`config.mk`:
```
export PLATFORM = sky130hd
export DESIGN_NAME = ext_pa_pin_function_mux
export DESIGN_NICKNAME = d
export VERILOG_FILES = /design/src/hdl/pa_mux_pkg.sv /design/src/hdl/ext_pa_pin_function_mux.sv
export SDC_FILE = /design/constraint.sdc
export NUM_CORES = 1
export LEC_CHECK = 0
export ABC_AREA = 1
export BUFFER_PORTS_ARGS = -buffer_cell sky130_fd_sc_hd__buf_4
export CORE_ASPECT_RATIO = 0.7
export CORE_MARGIN = 2
export CORE_UTILIZATION = 50
export DETAILED_ROUTE_END_ITERATION = 16
export PLACE_DENSITY_LB_ADDON = 0.15
export SLEW_MARGIN = 10
export SYNTH_ARGS = -nofsm -noshare
export SYNTH_HDL_FRONTEND = slang
export SYNTH_SLANG_ARGS = --single-unit
```
`constraint.sdc`:
```
create_clock -name hclk -period 5.3 [get_ports hclk]
set_clock_uncertainty 0.2 [all_clocks]
set_input_delay 0.795 -clock hclk [delete_from_list [all_inputs] [get_ports hclk]]
set_output_delay 0.795 -clock hclk [all_outputs]
set_load 0.03 [all_outputs]
```
`src/hdl/pa_mux_pkg.sv`:
```
// pa_mux_pkg: constants, register map and state type of the external
// amplifier pin-function mux.
// assumes: 32-bit AHB-Lite register bus, word-aligned registers.
package pa_mux_pkg;

    // ************************************************************
    // register indices and byte addresses
    // ************************************************************
    localparam logic [29:0] FUNC_SEL_INDEX  = 30'h00000026;
    localparam logic [29:0] SEQ_CTRL_INDEX  = 30'h00000028;
    localparam logic [29:0] STATUS_INDEX    = 30'h00000029;
    localparam logic [31:0] FUNC_SEL_ADDR   = {FUNC_SEL_INDEX, 2'b00};
    localparam logic [31:0] SEQ_CTRL_ADDR   = {SEQ_CTRL_INDEX, 2'b00};
    localparam logic [31:0] STATUS_ADDR     = {STATUS_INDEX, 2'b00};

    // ************************************************************
    // field layout and reset values
    // ************************************************************
    localparam int          AMP_SEL_LSB     = 14;
    localparam int          TX_SEL_LSB      = 16;
    localparam logic [1:0]  SEL_GPIO        = 2'h0;
    localparam logic [1:0]  SEL_DEDICATED   = 2'h1;
    localparam logic [31:0] FUNC_SEL_RESET  = 32'h00000000;
    localparam logic [31:0] ENABLE_MASK     = 32'h00014000;
    localparam int          SEQ_EN_BIT      = 0;
    localparam logic        SEQ_EN_RESET    = 1'h1;
    localparam int          STAT_AMP_BIT    = 2;
    localparam int          STAT_TXACT_BIT  = 3;
    localparam int          STAT_PIN_LSB    = 4;
    localparam int          STAT_CNT_LSB    = 16;
    localparam int          COUNT_W         = 16;

    // ************************************************************
    // ahb encodings
    // ************************************************************
    localparam logic [1:0]  HTRANS_NONSEQ   = 2'h2;
    localparam logic        HRESP_OKAY      = 1'h0;

    // ************************************************************
    // radio state, gray along idle-tx and idle-rx
    // ************************************************************
    typedef enum logic [1:0] {
        RADIO_IDLE = 2'h0,
        RADIO_TX   = 2'h1,
        RADIO_RX   = 2'h2
    } radio_state_t;

endpackage

```
`src/hdl/ext_pa_pin_function_mux.sv`:
```
// ext_pa_pin_function_mux: pin-function select register behind ahb-lite
// and the two pins that drive an external amplifier and rf switches.
// assumes: radio core gives tx/rx levels and a frame-done pulse; the
// gpio block supplies plain-mode pin data and direction.
`timescale 1ns/100ps
`default_nettype none

module ext_pa_pin_function_mux (
    input  wire logic        hclk,
    input  wire logic        hresetn,
    input  wire logic        hsel,
    input  wire logic [31:0] haddr,
    input  wire logic [1:0]  htrans,
    input  wire logic        hwrite,
    input  wire logic [2:0]  hsize,
    input  wire logic [31:0] hwdata,
    input  wire logic        hready,
    output logic             hreadyout,
    output logic             hresp,
    output logic [31:0]      hrdata,
    input  wire logic        radio_tx_on,
    input  wire logic        radio_rx_on,
    input  wire logic        tx_frame_done,
    input  wire logic [1:0]  gpio_out_data,
    input  wire logic [1:0]  gpio_out_en_n,
    output logic [1:0]       gpio_in_data,
    input  wire logic        path_steer_pin_i,
    output logic             path_steer_pin_o,
    output logic             path_steer_pin_oe_n,
    input  wire logic        tx_enable_pin_i,
    output logic             tx_enable_pin_o,
    output logic             tx_enable_pin_oe_n,
    output logic             amp_enable_out,
    output logic             tx_active_out,
    output logic             fine_seq_enable
);

    // ************************************************************
    // state
    // ************************************************************
    typedef struct packed {
        logic [31:0]                 func_sel;
        logic                        seq_en;
        pa_mux_pkg::radio_state_t    radio;
        logic [pa_mux_pkg::COUNT_W-1:0] amp_count;
        logic                        dp_write;
        logic [31:0]                 dp_addr;
        logic [31:0]                 rdata;
        logic                        amp;
        logic                        txact;
        logic [1:0]                  pin_o;
        logic [1:0]                  pin_oe_n;
        logic [1:0]                  pin_in;
    } state_t;

    state_t s_reg;
    state_t s_next;

    localparam state_t STATE_RESET = '{
        func_sel:  pa_mux_pkg::FUNC_SEL_RESET,
        seq_en:    pa_mux_pkg::SEQ_EN_RESET,
        radio:     pa_mux_pkg::RADIO_IDLE,
        amp_count: '0,
        dp_write:  1'b0,
        dp_addr:   32'h00000000,
        rdata:     32'h00000000,
        amp:       1'b0,
        txact:     1'b0,
        pin_o:     2'h0,
        pin_oe_n:  2'h3,
        pin_in:    2'h0
    };

    // ************************************************************
    // functions
    // ************************************************************
    // a reserved code falls back to plain gpio: safer than a stuck pin
    function automatic logic [1:0] pin_drive(
        input logic [1:0] sel,
        input logic       func_val,
        input logic       gpio_val,
        input logic       gpio_oe_n
    );
        if (sel == pa_mux_pkg::SEL_DEDICATED) begin
            pin_drive = {1'b0, func_val};
        end else begin
            pin_drive = {gpio_oe_n, gpio_val};
        end
    endfunction

    function automatic logic [31:0] read_mux(
        input logic [31:0] addr,
        input state_t      st
    );
        read_mux = 32'h00000000;
        if (addr == pa_mux_pkg::FUNC_SEL_ADDR) begin
            read_mux = st.func_sel;
        end else if (addr == pa_mux_pkg::SEQ_CTRL_ADDR) begin
            read_mux[pa_mux_pkg::SEQ_EN_BIT] = st.seq_en;
        end else if (addr == pa_mux_pkg::STATUS_ADDR) begin
            read_mux[1:0] = st.radio;
            read_mux[pa_mux_pkg::STAT_AMP_BIT] = st.amp;
            read_mux[pa_mux_pkg::STAT_TXACT_BIT] = st.txact;
            read_mux[pa_mux_pkg::STAT_PIN_LSB +: 2] = st.pin_in;
            read_mux[pa_mux_pkg::STAT_CNT_LSB +: pa_mux_pkg::COUNT_W] =
                st.amp_count;
        end
    endfunction

    // ************************************************************
    // next state
    // ************************************************************
    logic       addr_phase;
    logic [1:0] amp_pin;
    logic [1:0] tx_pin;

    always_comb begin
        s_next = s_reg;
        amp_pin = 2'h0;
        tx_pin = 2'h0;
        addr_phase = hsel && hready && htrans == pa_mux_pkg::HTRANS_NONSEQ;

        // data phase of a write; only whole-word writes are expected
        if (s_reg.dp_write) begin
            if (s_reg.dp_addr == pa_mux_pkg::FUNC_SEL_ADDR) begin
                s_next.func_sel = hwdata;
            end else if (s_reg.dp_addr == pa_mux_pkg::SEQ_CTRL_ADDR) begin
                s_next.seq_en = hwdata[pa_mux_pkg::SEQ_EN_BIT];
            end
        end

        // address phase; read data sees a write in the same cycle
        s_next.dp_write = addr_phase && hwrite;
        if (addr_phase) begin
            s_next.dp_addr = haddr;
            if (!hwrite) begin
                s_next.rdata = read_mux(haddr, s_next);
            end
        end

        // radio state; frame-done forces a gap so the amp turns on anew
        if (tx_frame_done) begin
            s_next.radio = pa_mux_pkg::RADIO_IDLE;
        end else if (radio_tx_on) begin
            s_next.radio = pa_mux_pkg::RADIO_TX;
        end else if (radio_rx_on) begin
            s_next.radio = pa_mux_pkg::RADIO_RX;
        end else begin
            s_next.radio = pa_mux_pkg::RADIO_IDLE;
        end

        // functions follow the radio with no software action
        s_next.amp = s_next.radio == pa_mux_pkg::RADIO_TX;
        s_next.txact = s_next.radio == pa_mux_pkg::RADIO_TX;
        if (s_next.amp && !s_reg.amp) begin
            s_next.amp_count = s_reg.amp_count + 1'b1;
        end

        // pin muxes
        // registered so a mode write can never glitch the amplifier enable
        amp_pin = pin_drive(
            s_next.func_sel[pa_mux_pkg::AMP_SEL_LSB +: 2], s_next.amp,
            gpio_out_data[0], gpio_out_en_n[0]);
        tx_pin = pin_drive(
            s_next.func_sel[pa_mux_pkg::TX_SEL_LSB +: 2], s_next.txact,
            gpio_out_data[1], gpio_out_en_n[1]);
        s_next.pin_o = {tx_pin[0], amp_pin[0]};
        s_next.pin_oe_n = {tx_pin[1], amp_pin[1]};
        s_next.pin_in = {tx_enable_pin_i, path_steer_pin_i};
    end

    always_ff @(posedge hclk or negedge hresetn) begin
        if (!hresetn) begin
            s_reg <= STATE_RESET;
        end else begin
            s_reg <= s_next;
        end
    end

    // ************************************************************
    // outputs
    // ************************************************************
    // zero wait: every register answers from flops, no stall is needed
    assign hreadyout = 1'b1;
    assign hresp = pa_mux_pkg::HRESP_OKAY;
    assign hrdata = s_reg.rdata;
    assign gpio_in_data = s_reg.pin_in;
    assign path_steer_pin_o = s_reg.pin_o[0];
    assign path_steer_pin_oe_n = s_reg.pin_oe_n[0];
    assign tx_enable_pin_o = s_reg.pin_o[1];
    assign tx_enable_pin_oe_n = s_reg.pin_oe_n[1];
    assign amp_enable_out = s_reg.amp;
    assign tx_active_out = s_reg.txact;
    assign fine_seq_enable = s_reg.seq_en;

    logic amp_dedicated;
    logic tx_dedicated;
    assign amp_dedicated =
        s_reg.func_sel[pa_mux_pkg::AMP_SEL_LSB +: 2] ==
        pa_mux_pkg::SEL_DEDICATED;
    assign tx_dedicated =
        s_reg.func_sel[pa_mux_pkg::TX_SEL_LSB +: 2] ==
        pa_mux_pkg::SEL_DEDICATED;
    // bus checks look one cycle on: the bus never inserts a wait
    logic rd_phase;
    assign rd_phase = addr_phase && !hwrite;
endmodule

`default_nettype wire

```
---- Word level (Yosys, flattened, before mapping) ----
Index checks and enable logic that the tools add are counted.
cells by class
  add/subtract/negate cells ............... 1
  equal/unequal tests ..................... 9
  mux-type cells .......................... 17
  bitwise logic cells ..................... 1
  reduce and logical (&&, ||, !) cells .... 6
operator list
  kind                   number
  $eq 32x8->1 const B    5
  $mux 16                3
  $mux 33                1
  $mux 32                1
  $add 16x1->16 const B  1
  $mux 6                 2
  $mux 10                1
  $mux 2                 5
  $eq 2x1->1 const B     3
  $mux 5                 1
  $logic_and 1x1->1      4
  $mux 1                 3
  $eq 2x2->1 const B     1
  $reduce_and 2->1       1
  $logic_not 1->1        1
  $not 1->1              1
word-level totals
  register bits after elaboration ......... 123
  bits of input ports ..................... 83
  output and inout port bits .............. 43
  word-level logic and storage cells ...... 45

---- Depth between registers and ports, before layout ----
Gate-level depths: netlist (run 1).
  depth after elaboration ................. 6
  mapped depth ............................ 13
  depth with buffers taken out ............ 12

---- Least setup slack after synthesis (run 1) ----
Ideal clock, no wire load.
  path kind ............................... input to register
  from .................................... input radio_tx_on
  to ...................................... register s_reg[87] (netlist bit)
  library setup time ...................... 0.123 ns
  arrival ................................. 1.776 ns
  data required time ...................... 4.977 ns
  setup slack ............................. 3.201 ns
  cell stages on the path ................. 9
  buffers on the path ..................... 0
  cell sequence ........................... inv_1 > nor2_4 > nand2_2 > nor3_2 > nand2_1 > nor2_1 > nand4_1 > o21ai_0 > nand2_1
RTL lines
  what                  RTL line                        source
  start, declared       ext_pa_pin_function_mux.sv:21   input wire logic radio_tx_on,
  end signal, assigned  ext_pa_pin_function_mux.sv:176  s_reg <= s_next;
  end, declared         ext_pa_pin_function_mux.sv:56   state_t s_reg;

==> out/qor.csv, run 1 <==
metric;value;unit
grt_remaining_overflow;0;
worst_slew_pin_slew;1.05;ns
mostFrequentLayoutCell;nand2_1;
final.setup.tns;0;ns
cts_sinks;122;
ant_nets;0;
path_clk_slew;0.05;ns
syn-cell-area;5600;µm²
r2r_start;s_reg[55];
ir_drop;0.000261;V
r2r_slack;2.36;ns
dpl.hpwl;8.55;mm
dp_slack;2.15;ns
slew_headroom;30.1;%
r2r-end;hrdata[16];
rr_worst_depth;10;
grt_setup_unrepaired;false;
synth_seq_cells;122;
grt_pass1_wl;21.3;mm
holdPathEnd;hrdata[1];
synthCells;670;
drt-initial-drc-count;253;
layout_setup_ws;2.36;ns
dp_cells;888;
synth.yosys.seq_area_share;54.6;%
grt_max_degree;76;
power_density;359;nW/µm²
grt_usage;23.0;%
yosysUniqueCellTypes;32;
cts.hold.buffers_added;0;
initial_utilization;51.0;%
cts_resized;0;
status;complete, no violations;
die_w;130;µm
die_h;92.5;µm
nets;838;
cts_buffers;17;
cts_root_buf;clkbuf_16;
globalplace.congestion;0.862;
cp_max_fo;30;
largest_register_ffs;83;
rows;32;
tritoncts;built;
ios;126;
period_needed;2.94;ns
hold_path.class;reg2reg;
clockBufferDepth;2;
power;2.49;mW
first_pass_iters;5;
cap_violations;0;
portBuffers;120;
cts_setup_buffers;0;
clk_latency;0.41;ns
path_class;reg2reg;
n_fill_cell;979;
drive_above_1_share;22.3;%
layout_common_cells;264 x nand2_1, 125 x buf_4, 119 x dfrtp_1;
setup_viol;0;
syn_avg_cell_area;8.36;µm²
start_kind;register;
arrival;3.00;ns
ctsHtreeMaxLevel;4;
end_kind;register;
drc;0;
antenna_cells;0;
max_freq;341;MHz
final_cells;920;
core;11000;µm²
whs_path_depth;2;
vias;4443;
leakage;3.65;nW
syn-num-nets;754;
cp.required;5.37;ns
layout-area-overhead-vs-synth;24.0;%
wire_per_inst;13.7;µm
antenna_found_initial;0;
final_hold_viol_count;0;
grt_pass1_vias;4486;
postRouteWirelength;12.6;mm
maxSlewViolCount;0;
dieArea;12100;µm²
period_share;55.4;%
vias_per_cell;4.83;
hold_ws;0.262;ns
synth_warnings;0;
holdCritStartpoint;s_reg[90];
## cells in the mapped netlist
| cell type | number | area (µm²) |
|---|---|---|
| a21boi_1 | 2 | 15.0 |
| and2_0 | 1 | 6.26 |
| and2_1 | 1 | 6.26 |
| buf_2 | 4 | 20.0 |
| buf_4 | 41 | 308 |
| buf_6 | 4 | 45.0 |
| clkbuf_1 | 11 | 41.3 |
| clkinv_1 | 1 | 3.75 |
| conb_1 | 2 | 7.51 |
| dfrtp_1 | 119 | 2980 |
| dfstp_2 | 3 | 78.8 |
| ha_1 | 1 | 12.5 |
| inv_1 | 50 | 188 |
| inv_2 | 1 | 3.75 |
| nand2_1 | 264 | 991 |
| nand2_2 | 2 | 12.5 |
| nand3_1 | 55 | 275 |
| nand3_2 | 1 | 10.0 |
| nand3b_1 | 2 | 15.0 |
| nand4_1 | 3 | 18.8 |
| nor2_1 | 51 | 191 |
| nor2_2 | 2 | 12.5 |
| nor2_4 | 2 | 22.5 |
| nor3_1 | 5 | 25.0 |
| nor3_2 | 1 | 10.0 |
| nor3_4 | 1 | 16.3 |
| o211ai_1 | 10 | 75.1 |
| o21ai_0 | 13 | 65.1 |
| o21ai_2 | 2 | 17.5 |
| or2_2 | 1 | 6.26 |
| xnor2_1 | 1 | 8.76 |
| xor2_1 | 13 | 114 |
## final cells by class
cell class              instances  area (µm²)  share of cell area, %
flip-flops and latches        122        3060                   44.0
multi-input cells             436        1930                   27.9
repair buffers                125         938                   13.5
clock buffers                  25         515                   7.43
inverters                      52         195                   2.81
well taps                     153         191                   2.76
clock inverters                 7         110                   1.59
## kinds of logic after synthesis
kind of cell,Yosys count,synth area share [%]
flip-flops,122,54.6
AND/OR/NAND/NOR,392,28.9
AO/OA/AOI/OAI,27,3.08
XOR/XNOR,14,2.19
other,2,0.134
buffers and inverters,112,10.9
adder cells (fa/ha/maj),1,0.223
## stage by stage
| step | area, µm² | util [%] |
|---|---|---|
| 2_1_floorplan | 5600 | - |
| 3_3_place_gp | 6320 | 57.6 |
| 3_5_place_dp | 6320 | 57.6 |
| 4_1_cts | 6940 | 63.3 |
| 5_1_grt | 6940 | 63.3 |
| 6_report | 6940 | 63.3 |
## worst max-delay path: stages, from the launching register on
cell	delay (ns)
dfrtp_1	0.37
nor2_1	0.13
nand2_1	0.08
nor2_2	0.19
inv_2	0.07
nor2_4	0.61
nand2_2	0.60
nand2_1	0.18
nand2_1	0.16
nand2_1	0.11
o211ai_1	0.08
## where the power goes
| part | internal [mW] | leakage, nW | switching (mW) |
|---|---|---|---|
| clock network | 0.811 | 0.313 | 0.391 |
| logic | 0.0974 | 1.88 | 0.128 |
| registers | 1.00 | 1.46 | 0.0567 |
## how the worst max path moves through the flow
stage                     start          to  slack [ns]
finish                s_reg[55]  hrdata[16]        2.36
global route          s_reg[55]  hrdata[16]        2.06
CTS                   s_reg[55]  hrdata[16]        2.35
detailed placement       hready   hrdata[3]        2.15
global placement         hready   hrdata[3]        2.23
floorplan           radio_tx_on   s_reg[87]        3.20
## layer usage
layer | wire (µm) | track usage (%) | up-vias
met1 | 6200 | 33.1 | 2094
met5 | 0 | 0 | -
met2 | 5350 | 33.1 | 125
met3 | 855 | 6.99 | 23
li1 | - | - | 2201
met4 | 248 | 8.24 | 0
(Power assumes the default switching activity.)
==> run 2, diff against run 1 <==
CORE_UTILIZATION = 49   (was 50)
clock period = 2.6 ns   (was 5.3 ns; I/O delays follow)
==> out/qor.csv, run 2 (synthesized netlist as in run 1, its figures left out) <==
metric;value;unit;change
power_density;695;nW/µm²;was 359 nW/µm²
globalplace.congestion;0.810;;was 0.862
die_h;93.4;µm;was 92.5 µm
grt_usage;22.7;%;was 23.0%
ir_drop;0.000604;V;was 0.000261 V
crit_end;s_reg[87];;was hrdata[16]
antenna_cells;0;;unchanged
leakage;3.75;nW;was 3.65 nW
crit_path_start;tx_frame_done;;was s_reg[55]
postRouteWirelength;13.1;mm;was 12.6 mm
multiInputGateArea;1930;µm²;unchanged
ant_nets;0;;unchanged
final_hold_viol_count;0;;unchanged
r2r_start;s_reg[55];;unchanged
core;11100;µm²;was 11000 µm²
r2r_slack;0.44;ns;was 2.36 ns
cp.required;2.69;ns;was 5.37 ns
r2r-end;hrdata[16];;unchanged
grt_setup_unrepaired;false;;unchanged
hold_ws;0.0244;ns;was 0.262 ns
end_kind;register;;unchanged
path_clk_slew;0.06;ns;was 0.05 ns
worst_slew_pin_slew;1.14;ns;was 1.05 ns
grt_remaining_overflow;0;;unchanged
layout_common_cells;264 x nand2_1, 124 x buf_4, 119 x dfrtp_1;;was 264 x nand2_1, 125 x buf_4, 119 x dfrtp_1
final_cells;950;;was 920
grt_pass1_vias;4515;;was 4486
period_needed;2.30;ns;
cts_sinks;122;;unchanged
dp_cells;890;;was 888
cap_violations;0;;unchanged
path_class;in2reg;;was reg2reg
initial_utilization;50.5;%;was 51.0%
cts_setup_buffers;0;;unchanged
wire_per_inst;13.8;µm;was 13.7 µm
dieArea;12300;µm²;was 12100 µm²
arrival;2.39;ns;was 3.00 ns
period_share;88.6;%;
die_w;132;µm;was 130 µm
cp_max_fo;5;;was 30
clk_latency;0.41;ns;about the same
vias_per_cell;4.82;;was 4.83
mostFrequentLayoutCell;nand2_1;;unchanged
tritoncts;built;;unchanged
slew_headroom;23.6;%;was 30.1%
grt_pass1_wl;21.8;mm;was 21.3 mm
drc;0;;unchanged
maxSlewViolCount;0;;unchanged
dpl.hpwl;8.64;mm;was 8.55 mm
drt-initial-drc-count;204;;was 253
portBuffers;120;;unchanged
rr_worst_depth;10;;unchanged
max_freq;434;MHz;
place_area;6370;µm²;was 6320 µm²
n_fill_cell;931;;was 979
cts_root_buf;clkbuf_16;;unchanged
antenna_found_initial;0;;unchanged
setup_viol;0;;unchanged
ctsHtreeMaxLevel;4;;unchanged
largest_register_ffs;83;;unchanged
first_pass_iters;5;;unchanged
rows;32;;unchanged
final.setup.tns;0;ns;unchanged
vias;4583;;was 4443
grt_max_degree;46;;was 76
start_kind;input pin;;was register
final_cell_area;7260;µm²;was 6940 µm²
seq_area;3060;µm²;unchanged
cts_buffers;17;;unchanged
layout-area-overhead-vs-synth;29.6;%;was 24.0%
nets;868;;was 838
clockBufferDepth;2;;unchanged
ios;126;;unchanged
status;complete, no violations;;unchanged
cts_resized;0;;unchanged
drive_above_1_share;22.0;%;was 22.3%
hold_path.class;in2reg;;was reg2reg
-- run 2: cell count changes in the layout (fill, tap and decap cells not counted), sizes merged --
cell | before | now
dlygate4sd3 | 0 | 28
clkbuf | 25 | 18
clkinvlp | 0 | 6
buf | 125 | 127
inv | 51 | 53
clkinv | 5 | 4
-- run 2: how the worst min path moves through the flow --
stage	start	to	cells after the start
after global placement	hresetn	s_reg[70]	1
after detailed placement	hresetn	s_reg[70]	1
final	haddr[6]	s_reg[46]	3
after global routing	gpio_out_en_n[1]	tx_enable_pin_oe_n	2
after floorplan	hresetn	gpio_in_data[0]	0
after CTS	gpio_out_en_n[1]	tx_enable_pin_oe_n	2
-- run 2: routing by layer --
| metal | global-route usage [%] | wire length, µm |
|---|---|---|
| met1 | 31.8 | 6240 |
| met2 | 35.1 | 5810 |
| met3 | 5.69 | 830 |
| met4 | 6.97 | 182 |
| met5 | 0 | 0 |
-- run 2: report_power, final --
group,total (mW),leakage (nW),switching (mW),internal [mW]
Sequential,2.15,1.46,0.108,2.05
Combinational,0.499,2.02,0.268,0.231
Clock,2.39,0.281,0.855,1.53
Total,5.04,3.75,1.23,3.81
-- run 2: timing repair --
item / in CTS / in global routing
endpoints found under the setup margin: 0 / 0
endpoints found under the hold margin: 68 / 0
hold buffers: 28 / 0
-- run 2: critical path, stage by stage --
cell and delay (ns):
dlygate4sd3_1 0.53, buf_4 0.14, nor2_4 0.19, nand2_2 0.15
nor3_2 0.19, nand2_1 0.12, nor2_1 0.20, nand4_1 0.21
o21ai_0 0.20, nand2_1 0.06
-- run 2: stage by stage --
| step | worst slack (ns) | power (mW) | util (%) |
|---|---|---|---|
| floorplan | 0.850 | 2.43 | - |
| global placement | 0.445 | 2.63 | 57.4 |
| detailed placement | 0.393 | 2.65 | 57.4 |
| CTS | 0.311 | 5.09 | 65.5 |
| global route | 0.0625 | 5.25 | 65.5 |
| finish | 0.297 | 5.04 | 65.5 |
-- run 2: area by class of cell --
cell class | instances | share of cell area (%)
Clock buffer | 18 | 6.05
Clock inverter | 14 | 2.36
Inverter | 52 | 2.69
Multi-Input combinational cell | 436 | 26.6
Sequential cell | 122 | 42.1
Tap cell | 153 | 2.64
Timing Repair Buffer | 155 | 17.5
==> run 3, diff against run 2 <==
CORE_UTILIZATION = 50   (was 49)
clock period = 2.5 ns   (was 2.6 ns; I/O delays follow)
==> out/qor.csv, run 3 (synthesized netlist as in run 1, its figures left out) <==
metric;value;unit;change
die_w;130;µm;was 132 µm
layout_common_cells;264 x nand2_1, 127 x buf_4, 119 x dfrtp_1;;was 264 x nand2_1, 124 x buf_4, 119 x dfrtp_1
dp_slack;0.325;ns;was 0.393 ns
r2r-end;hrdata[16];;unchanged
power_density;718;nW/µm²;was 695 nW/µm²
grt_remaining_overflow;0;;unchanged
ios;126;;unchanged
cap_violations;0;;unchanged
maxSlewViolCount;0;;unchanged
clockBufferDepth;2;;unchanged
dieArea;12100;µm²;was 12300 µm²
n_fill_cell;959;;was 931
r2r_start;s_reg[71];;was s_reg[55]
status;complete, no violations;;unchanged
cp_max_fo;5;;unchanged
cts_setup_buffers;0;;unchanged
portBuffers;120;;unchanged
drc;0;;unchanged
ir_drop;0.000476;V;was 0.000604 V
cp_slowest_cell;dlygate4sd3_1;;unchanged
final_hold_viol_count;0;;unchanged
arrival;2.36;ns;was 2.39 ns
drive_above_1_share;21.8;%;was 22.0%
final.setup.tns;0;ns;unchanged
die_h;92.5;µm;was 93.4 µm
holdPathEnd;s_reg[115];;was s_reg[46]
leakage;3.78;nW;was 3.75 nW
layout-area-overhead-vs-synth;29.8;%;was 29.6%
whs_path_depth;3;;unchanged
grt_setup_unrepaired;false;;unchanged
cpMostUsedCell;nand2_1;;unchanged
place_area;6370;µm²;about the same
nets;872;;was 868
r2r_slack;0.31;ns;was 0.44 ns
ctsHtreeMaxLevel;4;;unchanged
initial_utilization;51.0;%;was 50.5%
globalplace.congestion;0.889;;was 0.810
postRouteWirelength;12.9;mm;was 13.1 mm
period_needed;2.27;ns;
grt_pass1_vias;4571;;was 4515
period_share;90.9;%;
cts_buffers;17;;unchanged
antenna_found_initial;0;;unchanged
setup_viol;0;;unchanged
crit_path_cell_trace;dlygate4sd3_1 > buf_4 > nor2_4 > nand2_2 > nor3_2 > nand2_1 > nor2_1 > nand4_1 > o21ai_0 > nand2_1;;unchanged
dpl.hpwl;8.38;mm;was 8.64 mm
holdCritStartpoint;hwdata[23];;was haddr[6]
critical_path_buf_inv_count;2;;unchanged
hold_path.class;in2reg;;unchanged
mostFrequentLayoutCell;nand2_1;;unchanged
crit_family;simple AND/OR/NAND/NOR gates;;unchanged
max_freq;440;MHz;
slew_headroom;54.0;%;was 23.6%
rows;32;;unchanged
clk_latency;0.40;ns;was 0.41 ns
path_class;in2reg;;unchanged
power;5.22;mW;was 5.04 mW
seq_area;3060;µm²;unchanged
rr_worst_depth;10;;unchanged
worst_slew_pin_slew;0.690;ns;was 1.14 ns
wire_per_inst;13.6;µm;was 13.8 µm
final_cell_area;7270;µm²;was 7260 µm²
layout_setup_ws;0.227;ns;was 0.297 ns
largest_register_ffs;83;;unchanged
start_kind;input pin;;unchanged
multiInputGateArea;1930;µm²;unchanged
grt_max_degree;123;;was 46
grt_pass1_wl;21.8;mm;unchanged
cts_sinks;122;;unchanged
grt_usage;23.6;%;was 22.7%
vias_per_cell;4.84;;was 4.82
cts_root_buf;clkbuf_16;;unchanged
path_clk_slew;0.05;ns;was 0.06 ns
critical_path.max_stage_delay;0.53;ns;about the same
final_util;66.3;%;was 65.5%
drt-initial-drc-count;231;;was 204
ant_nets;0;;unchanged
vias;4608;;was 4583
tritoncts;built;;unchanged
end_kind;register;;unchanged
first_pass_iters;5;;unchanged
cp.required;2.59;ns;was 2.69 ns
core;11000;µm²;was 11100 µm²
antenna_cells;0;;unchanged
==> run 3: how the worst max path moves through the flow <==
| stage | slack [ns] | from | end | cells past startpoint |
|---|---|---|---|---|
| global placement | 0.36 | s_reg[71] | hrdata[16] | 10 |
| CTS | 0.21 | tx_frame_done | s_reg[87] | 10 |
| finish | 0.23 | tx_frame_done | s_reg[87] | 10 |
| detailed placement | 0.32 | s_reg[71] | hrdata[16] | 10 |
| global route | 0.03 | tx_frame_done | s_reg[87] | 10 |
| floorplan | 0.75 | s_reg[89] | s_reg[87] | 8 |
==> run 3: worst min-delay path, stage by stage <==
cell     delay [ns]
buf_4          0.08
nand3_1        0.06
nand2_1        0.08
==> run 3: area by class of cell <==
| type | count | share of cell area, % |
|---|---|---|
| timing repair buffer | 159 | 17.8 |
| sequential | 122 | 42.0 |
| clock buffer | 25 | 7.09 |
| multi-input combinational | 436 | 26.6 |
| tap | 153 | 2.63 |
| inverter | 52 | 2.68 |
| clock inverter | 6 | 1.17 |
==> run 3: per-stage QoR <==
| step | hold slack [ns] | cells |
|---|---|---|
| 2_1_floorplan | -0.121 | 670 |
| 3_3_place_gp | 0.247 | 892 |
| 3_5_place_dp | 0.256 | 892 |
| 4_1_cts | 0.00713 | 953 |
| 5_1_grt | 0.0107 | 953 |
| 6_report | 0.0251 | 953 |
==> run 3: power by group <==
group          switching, mW  internal [mW]  leakage [nW]  total (mW)
combinational          0.275          0.241          2.03       0.516
sequential             0.117           2.13          1.46        2.25
clock                  0.843           1.62         0.291        2.46
==> run 3: repair_timing <==
| item | 4_1_cts | 5_1_grt |
|---|---|---|
| endpoints found under the hold margin | 148 | 0 |
| hold buffers | 30 | 0 |
| resized for setup | 0 | 0 |
==> run 3: routing by layer <==
layer / vias to the layer above / share of wire, % / global-route usage [%]
met5: - / 0 / 0
met4: 0 / 1.6 / 9.40
met3: 22 / 5.1 / 5.08
met2: 134 / 44 / 35.5
met1: 2171 / 50 / 33.6
li1: 2281 / - / -
